## src/common/lsdf_pkg.sv

```systemverilog
// Purpose: Shared types and constants for the load/store data formatter
// Assumes: 32-bit little-endian data path, byte-addressed memory
// Notes: Size codes are log2 of the access width in bytes
package lsdf_pkg;

  // Access size encoding
  typedef enum logic [1:0]
  {
    LSDF_BYTE = 2'h0,
    LSDF_HALF = 2'h1,
    LSDF_WORD = 2'h2
  } lsdf_size_t;

  localparam int unsigned ADDR_W = 32;
  localparam int unsigned DATA_W = 32;
  localparam logic [3:0] BE_NONE = 4'h0;
  localparam logic [31:0] DATA_RST = 32'h0000_0000;
  localparam logic [31:0] ADDR_RST = 32'h0000_0000;

  // Request from the pipeline stage
  typedef struct packed
  {
    logic valid;
    logic write;
    logic sign;
    lsdf_size_t size;
    logic [31:0] addr;
    logic [31:0] data;
  } lsdf_req_t;

  // Request toward memory
  typedef struct packed
  {
    logic valid;
    logic write;
    logic [3:0] be;
    logic [31:0] addr;
    logic [31:0] data;
  } lsdf_mem_t;

endpackage : lsdf_pkg

```

## src/logic/lsdf_lane.sv

```systemverilog
// Purpose: Byte lane steering of store data and right-justify of load data
// Assumes: Address already forced to natural alignment
// Notes: Purely combinational, used by the formatter top
`timescale 1ns/1ps
module lsdf_lane
(
  // Access description
  input wire lsdf_pkg::lsdf_size_t size_i,
  input wire logic [1:0] lane_i,
  input wire logic sign_i,
  // Data in
  input wire logic [31:0] st_data_i,
  input wire logic [31:0] ld_raw_i,
  // Data out
  output logic [31:0] st_lanes_o,
  output logic [3:0] be_o,
  output logic [31:0] ld_data_o
);

  // Shift amount in bits from lane number
  wire [4:0] shamt = {lane_i, 3'h0};
  wire [31:0] ld_shift = ld_raw_i >> shamt;
  wire is_byte = (size_i == lsdf_pkg::LSDF_BYTE);
  wire is_half = (size_i == lsdf_pkg::LSDF_HALF);

  // Store replicated across lanes; strobes pick the live ones
  assign st_lanes_o = is_byte ? {4{st_data_i[7:0]}} :
                      is_half ? {2{st_data_i[15:0]}} : st_data_i;
  assign be_o = is_byte ? (4'h1 << lane_i) :
                is_half ? (lane_i[1] ? 4'hc : 4'h3) : 4'hf;

  // Top bit of the operand is the sign; extend when asked
  wire byte_ext = sign_i & ld_shift[7];
  wire half_ext = sign_i & ld_shift[15];
  assign ld_data_o = is_byte ? {{24{byte_ext}}, ld_shift[7:0]} :
                     is_half ? {{16{half_ext}}, ld_shift[15:0]} : ld_raw_i;

endmodule : lsdf_lane

```

## src/logic/lsdf_top.sv

```systemverilog
// Notes on behaviour
// - Multi-byte operands are little-endian, least significant byte at the lowest address.
// - A byte is eight bits at any address, bit 0 least and bit 7 most significant.
// - Signed 8, 16 and 32 bit integers are two's complement.
// - Bit 0 is least significant and the top bit is the sign for every width.
// - A misaligned word has its two low address bits forced to zero, a halfword its low bit.
//
// Purpose: Format load/store operands between the core pipeline and a 32-bit memory port
// Assumes: Memory answers a read with RD_VALID_I some cycles after the request
// Assumes: The pipeline waits for BUSY_O low before it raises a new request
// Notes: One access outstanding; a new request while busy is ignored
// Notes: Misaligned addresses are masked and flagged rather than refused
// Notes: Size code 3 steers like a word but is not masked; keep it off the port
// Notes: The sign request is ignored for words, which already fill the result
// Notes: A store is complete on the edge where memory accepts it
`timescale 1ns/1ps
module lsdf_top
(
  // Clock and reset
  input wire logic CLK_I,
  input wire logic RST_N_I,
  // Pipeline request
  input wire lsdf_pkg::lsdf_req_t REQ_I,
  output logic BUSY_O,
  // Memory port
  output lsdf_pkg::lsdf_mem_t MEM_O,
  input wire logic MEM_READY_I,
  input wire logic RD_VALID_I,
  input wire logic [31:0] RD_DATA_I,
  // Load result
  output logic LD_VALID_O,
  output logic [31:0] LD_DATA_O,
  output logic MISALIGN_O
);

  // Sequencer: idle, waiting for accept, waiting for read data
  typedef enum logic [1:0] {LSDF_IDLE, LSDF_ISSUE, LSDF_WAIT} lsdf_state_t;
  lsdf_state_t state;
  lsdf_state_t next_state;

  // Attributes of the access in flight, needed again when read data returns
  logic sign_q;
  lsdf_pkg::lsdf_size_t size_q;
  logic [1:0] lane_q;

  // Memory side registers, gathered onto MEM_O in one place
  logic mem_valid;
  logic mem_write;
  logic [3:0] mem_be;
  logic [31:0] mem_addr;
  logic [31:0] mem_data;

  // Low address bits masked to the natural boundary
  function automatic logic [31:0] lsdf_align(input lsdf_pkg::lsdf_size_t sz, input logic [31:0] a);
    lsdf_align = (sz == lsdf_pkg::LSDF_WORD) ? {a[31:2], 2'h0} :
                 (sz == lsdf_pkg::LSDF_HALF) ? {a[31:1], 1'h0} : a;
  endfunction : lsdf_align

  // A request is taken only from idle; one while busy is dropped without notice
  wire take = REQ_I.valid && (state == LSDF_IDLE);
  wire [31:0] aligned_addr = lsdf_align(REQ_I.size, REQ_I.addr);
  // Flag only; the access still proceeds on the masked address
  wire misaligned = (aligned_addr != REQ_I.addr);

  // Handshake events, decoded once so the sequencer and the registers agree
  wire issue_done = (state == LSDF_ISSUE) && MEM_READY_I;
  wire load_done = (state == LSDF_WAIT) && RD_VALID_I;

  // Lane controls: live request in the take cycle, the captured copy after it
  lsdf_pkg::lsdf_size_t lane_size;
  wire [1:0] lane_sel = take ? aligned_addr[1:0] : lane_q;
  assign lane_size = lsdf_pkg::lsdf_size_t'(take ? REQ_I.size : size_q);

  // Outputs of the lane steering
  wire [31:0] st_lanes;
  wire [3:0] be;
  wire [31:0] ld_data;

  // Lane steering shared by the store path and the load return path
  lsdf_lane u_lane
  (
    // Access description
    .size_i(lane_size),
    .lane_i(lane_sel),
    .sign_i(sign_q),
    // Data in
    .st_data_i(REQ_I.data),
    .ld_raw_i(RD_DATA_I),
    // Data out
    .st_lanes_o(st_lanes),
    .be_o(be),
    .ld_data_o(ld_data)
  );

  // Sequencing: issue holds until memory accepts, loads then wait for data
  always_comb
  begin
    next_state = state;
    unique case (state)
      LSDF_IDLE:
        if (take)
          next_state = LSDF_ISSUE;
      LSDF_ISSUE:
        if (issue_done)
          next_state = mem_write ? LSDF_IDLE : LSDF_WAIT;
      LSDF_WAIT:
        if (load_done)
          next_state = LSDF_IDLE;
      // Code 3 is never entered; a stray upset falls back to idle instead of hanging
      default:
        next_state = LSDF_IDLE;
    endcase
  end

  // State register, back to idle on reset
  always_ff @(posedge CLK_I or negedge RST_N_I)
  begin
    if (!RST_N_I)
      state <= LSDF_IDLE;
    else
      state <= next_state;
  end

  // Request strobe: raised on take, held through any stall, dropped on the accept edge
  always_ff @(posedge CLK_I or negedge RST_N_I)
  begin
    if (!RST_N_I)
      mem_valid <= 1'b0;
    else if (take)
      mem_valid <= 1'b1;
    else if (issue_done)
      mem_valid <= 1'b0;
  end

  // Enables cleared after accept so an idle port shows no live lane
  always_ff @(posedge CLK_I or negedge RST_N_I)
  begin
    if (!RST_N_I)
      mem_be <= lsdf_pkg::BE_NONE;
    else if (take)
      mem_be <= be;
    else if (issue_done)
      mem_be <= lsdf_pkg::BE_NONE;
  end

  // Direction, address and data only move on a take, so a stalled request stays stable
  always_ff @(posedge CLK_I or negedge RST_N_I)
  begin
    if (!RST_N_I)
    begin
      mem_write <= 1'b0;
      mem_addr <= lsdf_pkg::ADDR_RST;
      mem_data <= lsdf_pkg::DATA_RST;
    end
    else if (take)
    begin
      mem_write <= REQ_I.write;
      mem_addr <= aligned_addr;
      mem_data <= st_lanes;
    end
  end

  // Memory port straight from the registers above
  assign MEM_O = {mem_valid, mem_write, mem_be, mem_addr, mem_data};

  // Attributes for the return path; the request port may change once taken
  always_ff @(posedge CLK_I or negedge RST_N_I)
  begin
    if (!RST_N_I)
    begin
      sign_q <= 1'b0;
      size_q <= lsdf_pkg::LSDF_BYTE;
      lane_q <= 2'h0;
    end
    else if (take)
    begin
      sign_q <= REQ_I.sign;
      size_q <= REQ_I.size;
      lane_q <= aligned_addr[1:0];
    end
  end

  // Misalignment is reported, not refused; the flag holds until the next request
  always_ff @(posedge CLK_I or negedge RST_N_I)
  begin
    if (!RST_N_I)
      MISALIGN_O <= 1'b0;
    else if (take)
      MISALIGN_O <= misaligned;
  end

  // Load strobe, a single-cycle pulse per returned read
  always_ff @(posedge CLK_I or negedge RST_N_I)
  begin
    if (!RST_N_I)
      LD_VALID_O <= 1'b0;
    else
      LD_VALID_O <= load_done;
  end

  // Load result, right-justified and extended; holds until the next load returns
  always_ff @(posedge CLK_I or negedge RST_N_I)
  begin
    if (!RST_N_I)
      LD_DATA_O <= lsdf_pkg::DATA_RST;
    else if (load_done)
      LD_DATA_O <= ld_data;
  end

  // Busy from a flop so the pipeline sees no decode glitch; it equals state not idle,
  // so a request raised while it is low is always taken on the next edge
  always_ff @(posedge CLK_I or negedge RST_N_I)
  begin
    if (!RST_N_I)
      BUSY_O <= 1'b0;
    else
      BUSY_O <= (next_state != LSDF_IDLE);
  end

endmodule : lsdf_top

```

## config.mk

```make
export PLATFORM = sky130hd
export DESIGN_NAME = lsdf_top
export DESIGN_NICKNAME = d
export VERILOG_FILES = /design/src/common/lsdf_pkg.sv /design/src/logic/lsdf_lane.sv /design/src/logic/lsdf_top.sv
export SDC_FILE = /design/constraint.sdc
export NUM_CORES = 1
export LEC_CHECK = 0
export BUFFER_PORTS_ARGS = -buffer_cell sky130_fd_sc_hd__buf_2
export CAP_MARGIN = 0
export CORE_MARGIN = 5
export CORE_UTILIZATION = 44
export DETAILED_ROUTE_END_ITERATION = 10
export PLACE_DENSITY = 0.86
export SKIP_CTS_REPAIR_TIMING = 1
export SYNTH_ARGS = -nofsm -noshare
export SYNTH_HDL_FRONTEND = slang
export SYNTH_SLANG_ARGS = --single-unit
```

## constraint.sdc

```tcl
create_clock -name CLK_I -period 5.2 [get_ports CLK_I]
set_input_delay 1.04 -clock CLK_I [delete_from_list [all_inputs] [get_ports CLK_I]]
set_output_delay 1.04 -clock CLK_I [all_outputs]
set_load 0.02 [all_outputs]
```

---- Yosys cells after proc, flatten, opt, wreduce, memory -nomap -nowiden ----
Cells that the tools add are included.
Widths: inputs -> output; s select.
word-level totals
  register bits after elaboration ......... 112
  output and inout bits ................... 105
cells by class
  muxes and demuxes ....................... 20
  shifts and indexed selects .............. 2
  reduce and logical (&&, ||, !) cells .... 7
  bitwise operators ....................... 2
  equal/unequal tests ..................... 6
operators by type and width
  kind                 number
  $mux 32              4
  $ne 32x32->1         1
  $shr 32x5->16        1
  $mux 4               5
  $mux 2               7
  $eq 2x1->1 const B   3
  $pmux 2 s3           1
  $eq 2x2->1 const B   2
  $logic_not 2->1      2
  $reduce_bool 2->1    2
  $shl 1x2->4 const A  1
  $logic_and 1x1->1    3
  $mux 1               3
  $and 1x1->1          2

---- Logic depth before layout (Yosys ltp) ----
Gate-level depths: netlist (run 1).
  word-level depth ........................ 8
  gate-level depth with buffers ........... 8
  depth with buffers taken out ............ 6

---- Hierarchy ----
A second synthesis (run 1) with hierarchy kept.
second synthesis, totals
  cell total of the unflattened synthesis .. 478
  area, all modules ....................... 6004.5 µm²
modules (own cells, without submodules)
  module     cells an instance  seq. area each (µm²)  times used  area an instance (µm²)
  lsdf_top   269                2802.7                1           4560.6
  lsdf_lane  209                0.0                   1           1443.9

---- Worst setup path after synthesis (run 1) ----
OpenSTA, ideal clock, no wires.
  kind .................................... input-to-reg
  from .................................... input REQ_I[68] (netlist name)
  to ...................................... register LD_DATA_O[20]
  cell stages on the path ................. 8
  buffers on the path ..................... 2
  data arrival time ....................... 2.610 ns
  library setup time ...................... 0.121 ns
  path slack .............................. 2.469 ns
  cells stage by stage .................... or3b_1 buf_6 a41o_1 a31oi_1 o211ai_2 a211oi_4 buf_6 a21oi_2
on the way
  cells in the longest elaborated chain, start to end .. 6
  elaborated cells on any way between the ends .. 10
  classes of those cells .................. eq/ne (1); shift (1); mux (4); bitwise (2); reduce/logical (2)
RTL lines
  what                    line             text
  start: declaration      lsdf_top.sv:23   input wire lsdf_pkg::lsdf_req_t REQ_I,
  $logic_and 1x1->1 *     lsdf_top.sv:60   wire take = REQ_I.valid && (state == LSDF_IDLE);
  $mux 2                  -
  $shr 32x5->16           lsdf_lane.sv:22  wire [31:0] ld_shift = ld_raw_i >> shamt;
  $and 1x1->1             lsdf_lane.sv:34  wire half_ext = sign_i & ld_shift[15];
  $mux 32                 lsdf_lane.sv:36  is_half ? {{16{half_ext}}, ld_shift[15:0]} : ld_raw_i;
  $mux 32 *               lsdf_lane.sv:35  assign ld_data_o = is_byte ? {{24{byte_ext}}, ld_shift[7:0]} :
  end signal: assignment  lsdf_top.sv:205  LD_DATA_O <= lsdf_pkg::DATA_RST;
  end signal: assignment  lsdf_top.sv:207  LD_DATA_O <= ld_data;
  end: declaration        lsdf_top.sv:32   output logic [31:0] LD_DATA_O,
Every way passes the cells marked *; elsewhere a longest branch is shown, timed or not.
A chain may end at the register's enable or synchronous reset.

---- Worst setup path in the final report (run 1) ----
  from .................................... input REQ_I[68] (netlist name)
  to ...................................... register LD_DATA_O[26]
Same word-level chain as after synthesis.

==> results of run 1 <==
[where the power goes]
group | switching, uW | internal (uW)
sequential | 255 | 1300
combinational | 1420 | 697
clock | 324 | 330
[stage by stage]
step,power [uW],util
after detailed placement,3680,0.548
after global routing,4610,0.573
after floorplan,2940,-
after CTS,4340,0.573
after global placement,3610,0.548
final,4320,0.573
[worst min-delay path: stages, from the launching register on]
cell and delay (ns):
dfrtp_1 0.34, nand2_1 0.05, nand2_1 0.05
[cell usage in the layout, fill, tap and decap left out, types with 3 or more instances in the layout]
master     Yosys  layout
a22oi_1        7       7
nand2_1      187     187
dfrtp_1      112     112
o21ai_0       49      49
buf_4          3       5
nand3_1       11      11
nor2_1        46      46
mux2i_1       27      27
and2_1         8       8
clkbuf_16      0       9
a31oi_1        9       9
nor2b_1        3       3
buf_2          3     208
a21oi_2       10      10
a221oi_1       3       3
nand2b_1       4       4
a21oi_1       46      46
inv_1          8       8
[per-layer routing]
| layer | share of wire | vias to the layer above | global-route usage | wire [um] |
|---|---|---|---|---|
| met5 | 0.00085 | - | 0 | 13 |
| met4 | 0.026 | 2 | 0.0739 | 395 |
| met3 | 0.097 | 44 | 0.0611 | 1490 |
| met2 | 0.46 | 284 | 0.337 | 7100 |
| met1 | 0.41 | 2289 | 0.279 | 6340 |
| li1 | - | 2349 | - | - |
[sequential cells by signal (all words and copies together), names as in the netlist, 2 cells and up]
name,cells
mem_be,4
mem_addr,32
state,2
lane_q,2
LD_DATA_O,32
mem_data,32
size_q,2
[layout make-up]
cell class | count | share of cell area
well taps | 143 | 0.0271
multi-input cells | 435 | 0.337
inverters | 9 | 0.00512
clock buffers | 9 | 0.0341
clock inverters | 7 | 0.00816
repair buffers | 213 | 0.164
flip-flops and latches | 112 | 0.425
[worst max path at each step]
stage / end / depth (start not counted) / start
global placement: LD_DATA_O[30]$_DFFE_PN0P_ / 7 / REQ_I[68]
CTS: LD_DATA_O[17]$_DFFE_PN0P_ / 7 / REQ_I[68]
finish: LD_DATA_O[26]$_DFFE_PN0P_ / 6 / REQ_I[68]
detailed placement: LD_DATA_O[17]$_DFFE_PN0P_ / 7 / REQ_I[68]
global route: LD_DATA_O[18]$_DFFE_PN0P_ / 6 / REQ_I[68]
floorplan: LD_DATA_O[20]$_DFFE_PN0P_ / 8 / REQ_I[68]
[cells by family after synthesis]
family | count (synthesis) | share of synthesized area
XOR/XNOR | 1 | 0.00168
multiplexers | 27 | 0.0520
buffers and inverters | 41 | 0.0354
AND/OR/NAND/NOR | 269 | 0.211
AO/OA/AOI/OAI | 138 | 0.161
flip-flops | 112 | 0.539
==> summary.md, run 1 <==
| Metric | Value |
|---|---|
| TritonCTS clock tree | `built` |
| Asr flop ratio synth | `1.00` |
| Max Cap Viol | `0` |
| Post-DP Area | `~6300 sq um` |
| Multi-input gate area | `2220 sq um` |
| Worst hold margin | `~0.47 ns` |
| Finished Layout Cells | `~930` |
| Post-route DRC | `0` |
| Worst Path Buf+Inv | `2` |
| Seq/Total Area, Yosys | `0.539` |
| Unrepaired setup endpoints after global routing | `false` |
| Layout cell share with drive strength beyond 1 | `0.315` |
| Site row count | `39` |
| DRT antenna net count | `0` |
| WS Path Type | `primary input to flip-flop` |
| Crit-path cells | `buf_2 -> or3b_4 -> mux2i_1 -> clkinv_1 -> nand2_1 -> a21oi_2` |
| CP max stage delay | `between 0.7 and 0.8 ns` |
| RR Endpoint | `LD_DATA_O[26]$_DFFE_PN0P_` |
| Top cells by count, synth | `nand2_1, dfrtp_1, o21ai_0, a21oi_1, nor2_1` |
| Flop2flop setup slack | `~2.2 ns` |
| Top-count cell post-synth | `nand2_1` |
| Initial antenna violation count | `1` |
| Clock transition at path regs | `about 0.08 ns` |
| DIE AREA | `14100 sq um` |
| Hold Crit Class | `flip-flop to flip-flop` |
| Setup TNS Final | `0 ns` |
| Area Growth Syn to Fin | `26.8%` |
| Post-route cell area | `roughly 6600 sq um` |
| Io pins | `between 200 and 250` |
| Final-stage net count | `approximately 890` |
| Mean Syn Cell Area | `roughly 9 sq um` |
| Vias/cell | `5.35` |
| Total GRT Usage | `0.212` |
| Worst-skew pair later-pin latency | `0.34 ns` |
| Cell family with most CP delay | `buffers and inverters` |
| Fin Clk Skew | `approximately 0.008 ns` |
| Antenna cells | `0` |
| DRT Pass-1 Iters | `5` |
| Routed wire length | `between 15 and 20 mm` |
| Placeable Area | `~12000 sq um` |
| P_leak | `0.00348 uW` |
| Hold path startpoint | `mem_be[3]$_DFFE_PN0P_` |
| TritonCTS Buffers | `9` |
| Critical Path Start Type | `primary input` |
| Setup-failing EPs final | `0` |
| Data arrival, critical path | `3.57 ns` |
| Flops & latches, synth | `around 110` |
| Yosys cell types | `42` |
| Post-synthesis cell area | `between 5000 and 6000 sq um` |
| Slowest stage cell, crit path | `mux2i_1` |
| Slew @ Worst Pin | `between 1 and 1.5 ns` |
| Critical Path RT | `between 5 and 6 ns` |
| DR vias | `about 5000` |
| Detailed placement HPWL | `11.2 mm` |
| IO Port Bufs | `~210` |
| Synth top area share | `0.539` |
| Placed cells | `approximately 910` |
| Pre-CTS setup slack | `roughly 1.5 ns` |
| Final worst slack | `1.82 ns` |
| Vias in the first global route | `approximately 4700` |
| Final Hold Vio Count | `0` |
| WHS Endpoint | `mem_be[3]$_DFFE_PN0P_` |
| Synth warn | `0` |
| Overall die width | `about 120 um` |
| # clock sinks | `~110` |
| Status | `completed` |
| Fillers | `roughly 1000` |
| Clock H-tree levels | `3` |
| Worst setup EP type | `flip-flop` |
| PwrDens | `roughly 650 nW/um^2` |
| Drt wl/cell | `about 17 um` |
| Worst r2r src | `state[1]$_DFF_PN0_` |
| Fin. max-slew vios | `0` |
| FF/Latch Area | `roughly 2800 sq um` |
| Critical Path Fanout Max | `27` |
| Top FF cell, synth | `dfrtp_1` |
| CTS max path bufs | `2` |
| Top post-synthesis cells by area | `dfrtp_1, nand2_1, mux2i_1` |
| Initial DRC count | `472` |
| Starting Density | `0.452` |
| Max VDD drop | `~0.00032 V` |
| Number of synthesized flops with an enable pin | `0` |
| Rel. slew slack | `0.317` |
| Largest net degree at the start of global routing | `just over 80` |
| Hold Path Cell Cnt | `2` |
| Cell taking the most area after synthesis | `dfrtp_1` |
| Final Wtd Congestion | `~0.88` |
| Die H | `119 um` |
| Fin crit share | `0.650` |
| Reg2reg path depth | `5` |
| Syn_nets | `roughly 700` |
| GR Overflow Total | `0` |
| Min cycle time layout | `roughly 3.4 ns` |
| Cells after synthesis | `between 500 and 600` |
| FMAX | `approximately 300 MHz` |
| CTS root buf | `clkbuf_16` |
| First-pass GRT wire length | `24.5 mm` |
Power figures use the tool's default switching activity.
==> run 2, diff against run 1 <==
clock period = 3.3 ns   (was 5.2 ns; I/O delays follow)
==> summary.md, run 2 (synthesis gave the netlist of run 1 again) <==
| Metric | Value |
|---|---|
| Status | `completed` |
| Post-route DRC | `0 (unchanged)` |
| Wl on met1 | `6.25 mm (-1.3%)` |
| Fillers | `1002 (-1.5%)` |
| Drt wl/cell | `16.3 um (-1.3%)` |
| DR vias | `4939 (-0.58%)` |
| Io pins | `210 (unchanged)` |
| Met2 wire length | `7.25 mm (+2.0%)` |
| First-pass GRT wire length | `24.8 mm (+1.3%)` |
| IO Port Bufs | `209 (unchanged)` |
| Finished Layout Cells | `937 (+0.97%)` |
| Routed wire length | `15.3 mm (-0.38%)` |
| Slew @ Worst Pin | `0.783 ns (-0.241 ns)` |
| Pre-CTS setup slack | `0.693 ns (-0.838 ns)` |
| Critical Path RT | `3.57 ns (-1.83 ns)` |
| Multi-input gate area | `2220 sq um (unchanged)` |
| PwrDens | `1030 nW/um^2 (+58%)` |
| Hold Crit Class | `primary input to asynchronous set/reset pin` |
| Worst setup EP type | `flip-flop` |
| Initial antenna violation count | `0 (-1)` |
| TritonCTS Buffers | `9 (unchanged)` |
| CTS root buf | `clkbuf_16` |
| Clock H-tree levels | `3 (unchanged)` |
| Overall die width | `119 um (unchanged)` |
| Final-stage net count | `894 (+1.0%)` |
| Data arrival, critical path | `2.62 ns (-0.95 ns)` |
| Setup-failing EPs final | `0 (unchanged)` |
| Most common cell after layout, fill and taps aside | `buf_2` |
| Area Growth Syn to Fin | `29.1%` |
| Fin Clk Skew | `0.00785 ns (-0.000203 ns)` |
| Fin. max-slew vios | `0 (unchanged)` |
| # clock sinks | `112 (unchanged)` |
| Vias in the first global route | `4979 (+4.9%)` |
| GR Overflow Total | `0 (unchanged)` |
| Vias/cell | `5.27 (-1.5%)` |
| Worst-skew pair later-pin latency | `0.35 ns (about the same)` |
| Unrepaired setup endpoints after global routing | `false` |
| Rel. slew slack | `0.478 (+0.161)` |
| Max VDD drop | `0.000484 V (+52%)` |
| Max Cap Viol | `0 (unchanged)` |
| Total GRT Usage | `0.217 (+0.00476)` |
| Critical Path Start Type | `flip-flop` |
| Fin crit share | `0.710` |
| FF/Latch Area | `2800 sq um (unchanged)` |
| WS Path Type | `flip-flop to flip-flop` |
| DRT Pass-1 Iters | `5 (unchanged)` |
| Uppermost routed layer | `met4` |
| Initial DRC count | `507 (+7.4%)` |
| Final Wtd Congestion | `0.858 (-2.1%)` |
| FMAX | `around 430 MHz` |
| Layout cell share with drive strength beyond 1 | `0.322 (+0.00777)` |
| CTS max path bufs | `2 (unchanged)` |
| Clock transition at path regs | `0.07 ns (about the same)` |
| Setup TNS Final | `0 ns (unchanged)` |
| Critical Path Fanout Max | `20 (-26%)` |
| Final Hold Vio Count | `0 (unchanged)` |
| Biggest registers after layout | `LD_DATA_O: 32 flops, mem_addr: 32 flops, mem_data: 32 flops` |
| Routed wl met3 | `1.26 mm (-15%)` |
| DIE AREA | `14100 sq um (unchanged)` |
| Min cycle time layout | `2.34 ns` |
| Commonest non-fill, non-tap cells in the layout | `buf_2, nand2_1, dfrtp_1` |
| TritonCTS clock tree | `built` |
| Final worst slack | `0.956 ns (-0.867 ns)` |
| Die H | `119 um (unchanged)` |
| P_leak | `0.00355 uW (+2.0%)` |
| Detailed placement HPWL | `11.3 mm (+0.88%)` |
| DRT antenna net count | `0 (unchanged)` |
| Placed cells | `921 (+0.99%)` |
| Site row count | `39 (unchanged)` |
| Starting Density | `0.452 (unchanged)` |
| Antenna cells | `0 (unchanged)` |
| Placeable Area | `11500 sq um (unchanged)` |
| Largest net degree at the start of global routing | `82 (unchanged)` |
-- run 2: worst paths after layout --
path                                          start                         to  slack, ns  depth (start not counted)
max                              state[1]$_DFF_PN0_  LD_DATA_O[17]$_DFFE_PN0P_       0.96                          8
min                                         RST_N_I   mem_data[28]$_DFFE_PN0P_       0.37                          1
max reg2reg                      state[1]$_DFF_PN0_  LD_DATA_O[17]$_DFFE_PN0P_       0.96                          8
min reg2reg                mem_addr[11]$_DFFE_PN0P_   mem_addr[11]$_DFFE_PN0P_       0.47                          2
max in group asynchronous                   RST_N_I   mem_addr[17]$_DFFE_PN0P_       2.19                          2
min in group CLK_I         mem_addr[11]$_DFFE_PN0P_   mem_addr[11]$_DFFE_PN0P_       0.47                          2
-- run 2: per-stage QoR --
stage               power (uW)  hold WS (ns)  utilization  cell area (sq um)
global placement          5720         0.452        0.555               6400
floorplan                 4640         0.364            -               5200
finish                    6950         0.371        0.583               6710
detailed placement        5830         0.457        0.555               6400
global route              7430         0.446        0.583               6710
CTS                       6990         0.406        0.583               6710
-- run 2: report_power, final --
group / total (uW) / leakage [uW] / internal (uW) / switching (uW)
Combinational: 3360 / 0.00204 / 1130 / 2230
Clock: 1150 / 0.000152 / 636 / 515
Sequential: 2440 / 0.00136 / 2040 / 397
-- run 2: layout make-up --
cell class              instances  share of cell area
inverters                       9             0.00503
clock inverters                 5             0.00951
flip-flops and latches        112               0.418
multi-input cells             435               0.331
clock buffers                  11              0.0377
repair buffers                222               0.173
well taps                     143              0.0267
-- run 2: routing by layer --
layer / up-vias / track usage
met5: - / 0
met4: 0 / 0.106
met3: 41 / 0.0597
met2: 223 / 0.346
met1: 2306 / 0.273
li1: 2369 / -
-- run 2: critical path, cell delays in order, from the launching register on --
cell and delay [ns]:
dfrtp_1 0.47, or3b_4 0.49, buf_4 0.23, mux2i_1 0.24
nand3_1 0.11, o22ai_1 0.26, a211oi_4 0.07, buf_4 0.22
a21oi_1 0.17
==> run 3, diff against run 2 <==
PLACE_DENSITY = 0.89   (was 0.86)
clock period = 2.1 ns   (was 3.3 ns; I/O delays follow)
==> summary.md, run 3 (synthesis gave the netlist of run 1 again) <==
| Metric | Value |
|---|---|
| Fin Clk Skew | `0.00572 ns (-0.00213 ns)` |
| # clock sinks | `112 (unchanged)` |
| P_leak | `0.00368 uW (+3.6%)` |
| Most common cell after layout, fill and taps aside | `buf_2` |
| Commonest non-fill, non-tap cells in the layout | `buf_2, nand2_1, dfrtp_1` |
| DRT Pass-1 Iters | `5 (unchanged)` |
| Post-DP Area | `6610 sq um (+3.3%)` |
| DR vias | `5122 (+3.7%)` |
| Overall die width | `119 um (unchanged)` |
| FMAX | `476 MHz (+12%)` |
| Critical Path RT | `2.32 ns (-1.25 ns)` |
| WS Path Type | `flip-flop to flip-flop` |
| TritonCTS clock tree | `built` |
| Antenna cells | `0 (unchanged)` |
| Total GRT Usage | `0.227 (+0.0104)` |
| GR Overflow Total | `0 (unchanged)` |
| Post-route cell area | `6990 sq um (+4.2%)` |
| TritonCTS Buffers | `9 (unchanged)` |
| Slew @ Worst Pin | `0.815 ns (+0.0323 ns)` |
| Placed cells | `940 (+2.1%)` |
| CTS max path bufs | `2 (unchanged)` |
| Finished Layout Cells | `962 (+2.7%)` |
| Critical Path Start Type | `flip-flop` |
| Placeable Area | `11500 sq um (unchanged)` |
| Final Wtd Congestion | `0.924 (+7.7%)` |
| CTS root buf | `clkbuf_16` |
| Clock transition at path regs | `0.07 ns (about the same)` |
| Post-route DRC | `0 (unchanged)` |
| Initial DRC count | `492 (-3.0%)` |
| Vias in the first global route | `5046 (+1.3%)` |
| Min cycle time layout | `2.10 ns (-0.245 ns)` |
| FF/Latch Area | `2800 sq um (unchanged)` |
| Clock H-tree levels | `3 (unchanged)` |
| Largest net degree at the start of global routing | `71 (-13%)` |
| Max VDD drop | `0.000874 V (+80%)` |
| Worst setup EP type | `flip-flop` |
| Status | `completed` |
| Fillers | `1053 (+5.1%)` |
| Starting Density | `0.452 (unchanged)` |
| IO Port Bufs | `209 (unchanged)` |
| Layout cell share with drive strength beyond 1 | `0.352 (+0.0292)` |
| Vias/cell | `5.32 (+1.0%)` |
| Multi-input gate area | `2260 sq um (+1.9%)` |
| Area Growth Syn to Fin | `34.5%` |
| Biggest registers after layout | `LD_DATA_O: 32 flops, mem_addr: 32 flops, mem_data: 32 flops` |
| Rel. slew slack | `0.452 (-0.0257)` |
| DIE AREA | `14100 sq um (unchanged)` |
| Critical Path Fanout Max | `16 (-20%)` |
| Detailed placement HPWL | `12.4 mm (+9.5%)` |
| Unrepaired setup endpoints after global routing | `true` |
| Setup-failing EPs final | `0 (unchanged)` |
| Initial antenna violation count | `1 (+1)` |
| PwrDens | `1620 nW/um^2 (+57%)` |
| Data arrival, critical path | `2.32 ns (-0.30 ns)` |
| DRT antenna net count | `0 (unchanged)` |
| Worst-skew pair later-pin latency | `0.34 ns (about the same)` |
| Fin crit share | `1.00 (+0.289)` |
| Die H | `119 um (unchanged)` |
| Final Hold Vio Count | `0 (unchanged)` |
| Hold Crit Class | `primary input to asynchronous set/reset pin` |
| Setup TNS Final | `0 ns (unchanged)` |
| Fin. max-slew vios | `0 (unchanged)` |
| Max Cap Viol | `0 (unchanged)` |
| Site row count | `39 (unchanged)` |
| Final-stage net count | `919 (+2.8%)` |
| Drt wl/cell | `17.1 um (+4.7%)` |
| First-pass GRT wire length | `25.9 mm (+4.4%)` |
| Routed wire length | `16.4 mm (+7.5%)` |
| Io pins | `210 (unchanged)` |
==> run 3: changes by cell type in the layout (fill, tap and decap cells not counted), sizes merged <==
cell	change
clkinv	+1
buf	+25
clkbuf	-1
==> run 3: per-layer routing <==
metal  share of wire  global-route usage
met1            0.39               0.280
met2            0.48               0.375
met3            0.12              0.0788
met4           0.021              0.0760
met5         0.00043                   0
==> run 3: layout make-up <==
| class | count | share of cell area |
|---|---|---|
| flip-flops and latches | 112 | 0.401 |
| multi-input cells | 435 | 0.324 |
| repair buffers | 247 | 0.203 |
| clock buffers | 10 | 0.0327 |
| well taps | 143 | 0.0256 |
| clock inverters | 6 | 0.00984 |
| inverters | 9 | 0.00483 |
==> run 3: through the flow <==
step / setup WS, ns / hold WS (ns) / util / power (uW)
after detailed placement: -0.111 / 0.434 / 0.574 / 9520
final: 0.000512 / 0.0585 / 0.607 / 11400
after CTS: -0.00211 / 0.0614 / 0.599 / 11300
after floorplan: -0.0477 / 0.124 / - / 7290
after global placement: -0.0613 / 0.426 / 0.574 / 9330
after global routing: -0.0663 / 0.0870 / 0.607 / 12100
==> run 3: critical path: stages (launching register included) <==
cell and delay [ns]:
dfrtp_1 0.39, or3b_4 0.47, buf_12 0.17, mux2i_2 0.15, and3_2 0.25, a211oi_4 0.27
buf_12 0.19, a21oi_1 0.08
==> run 3: path summary, 6_finish.rpt <==
| check | from | to | slack (ns) | cells after the start |
|---|---|---|---|---|
| setup / recovery | state[0]$_DFF_PN0_ | LD_DATA_O[18]$_DFFE_PN0P_ | 0.0005 | 7 |
| hold / removal | RST_N_I | LD_DATA_O[6]$_DFFE_PN0P_ | 0.06 | 1 |
| setup reg to reg | state[0]$_DFF_PN0_ | LD_DATA_O[18]$_DFFE_PN0P_ | 0.0005 | 7 |
| hold reg to reg | mem_addr[6]$_DFFE_PN0P_ | mem_addr[6]$_DFFE_PN0P_ | 0.47 | 2 |
| max in group asynchronous | RST_N_I | mem_data[31]$_DFFE_PN0P_ | 1.43 | 2 |
| min in group CLK_I | REQ_I[37] | mem_addr[5]$_DFFE_PN0P_ | 0.26 | 3 |
==> run 3: where the power goes <==
group          leakage, uW  internal, uW  switching (uW)  total, uW
combinational      0.00218          2110            3710       5830
sequential         0.00136          3210             589       3800
clock             0.000143           934             792       1730
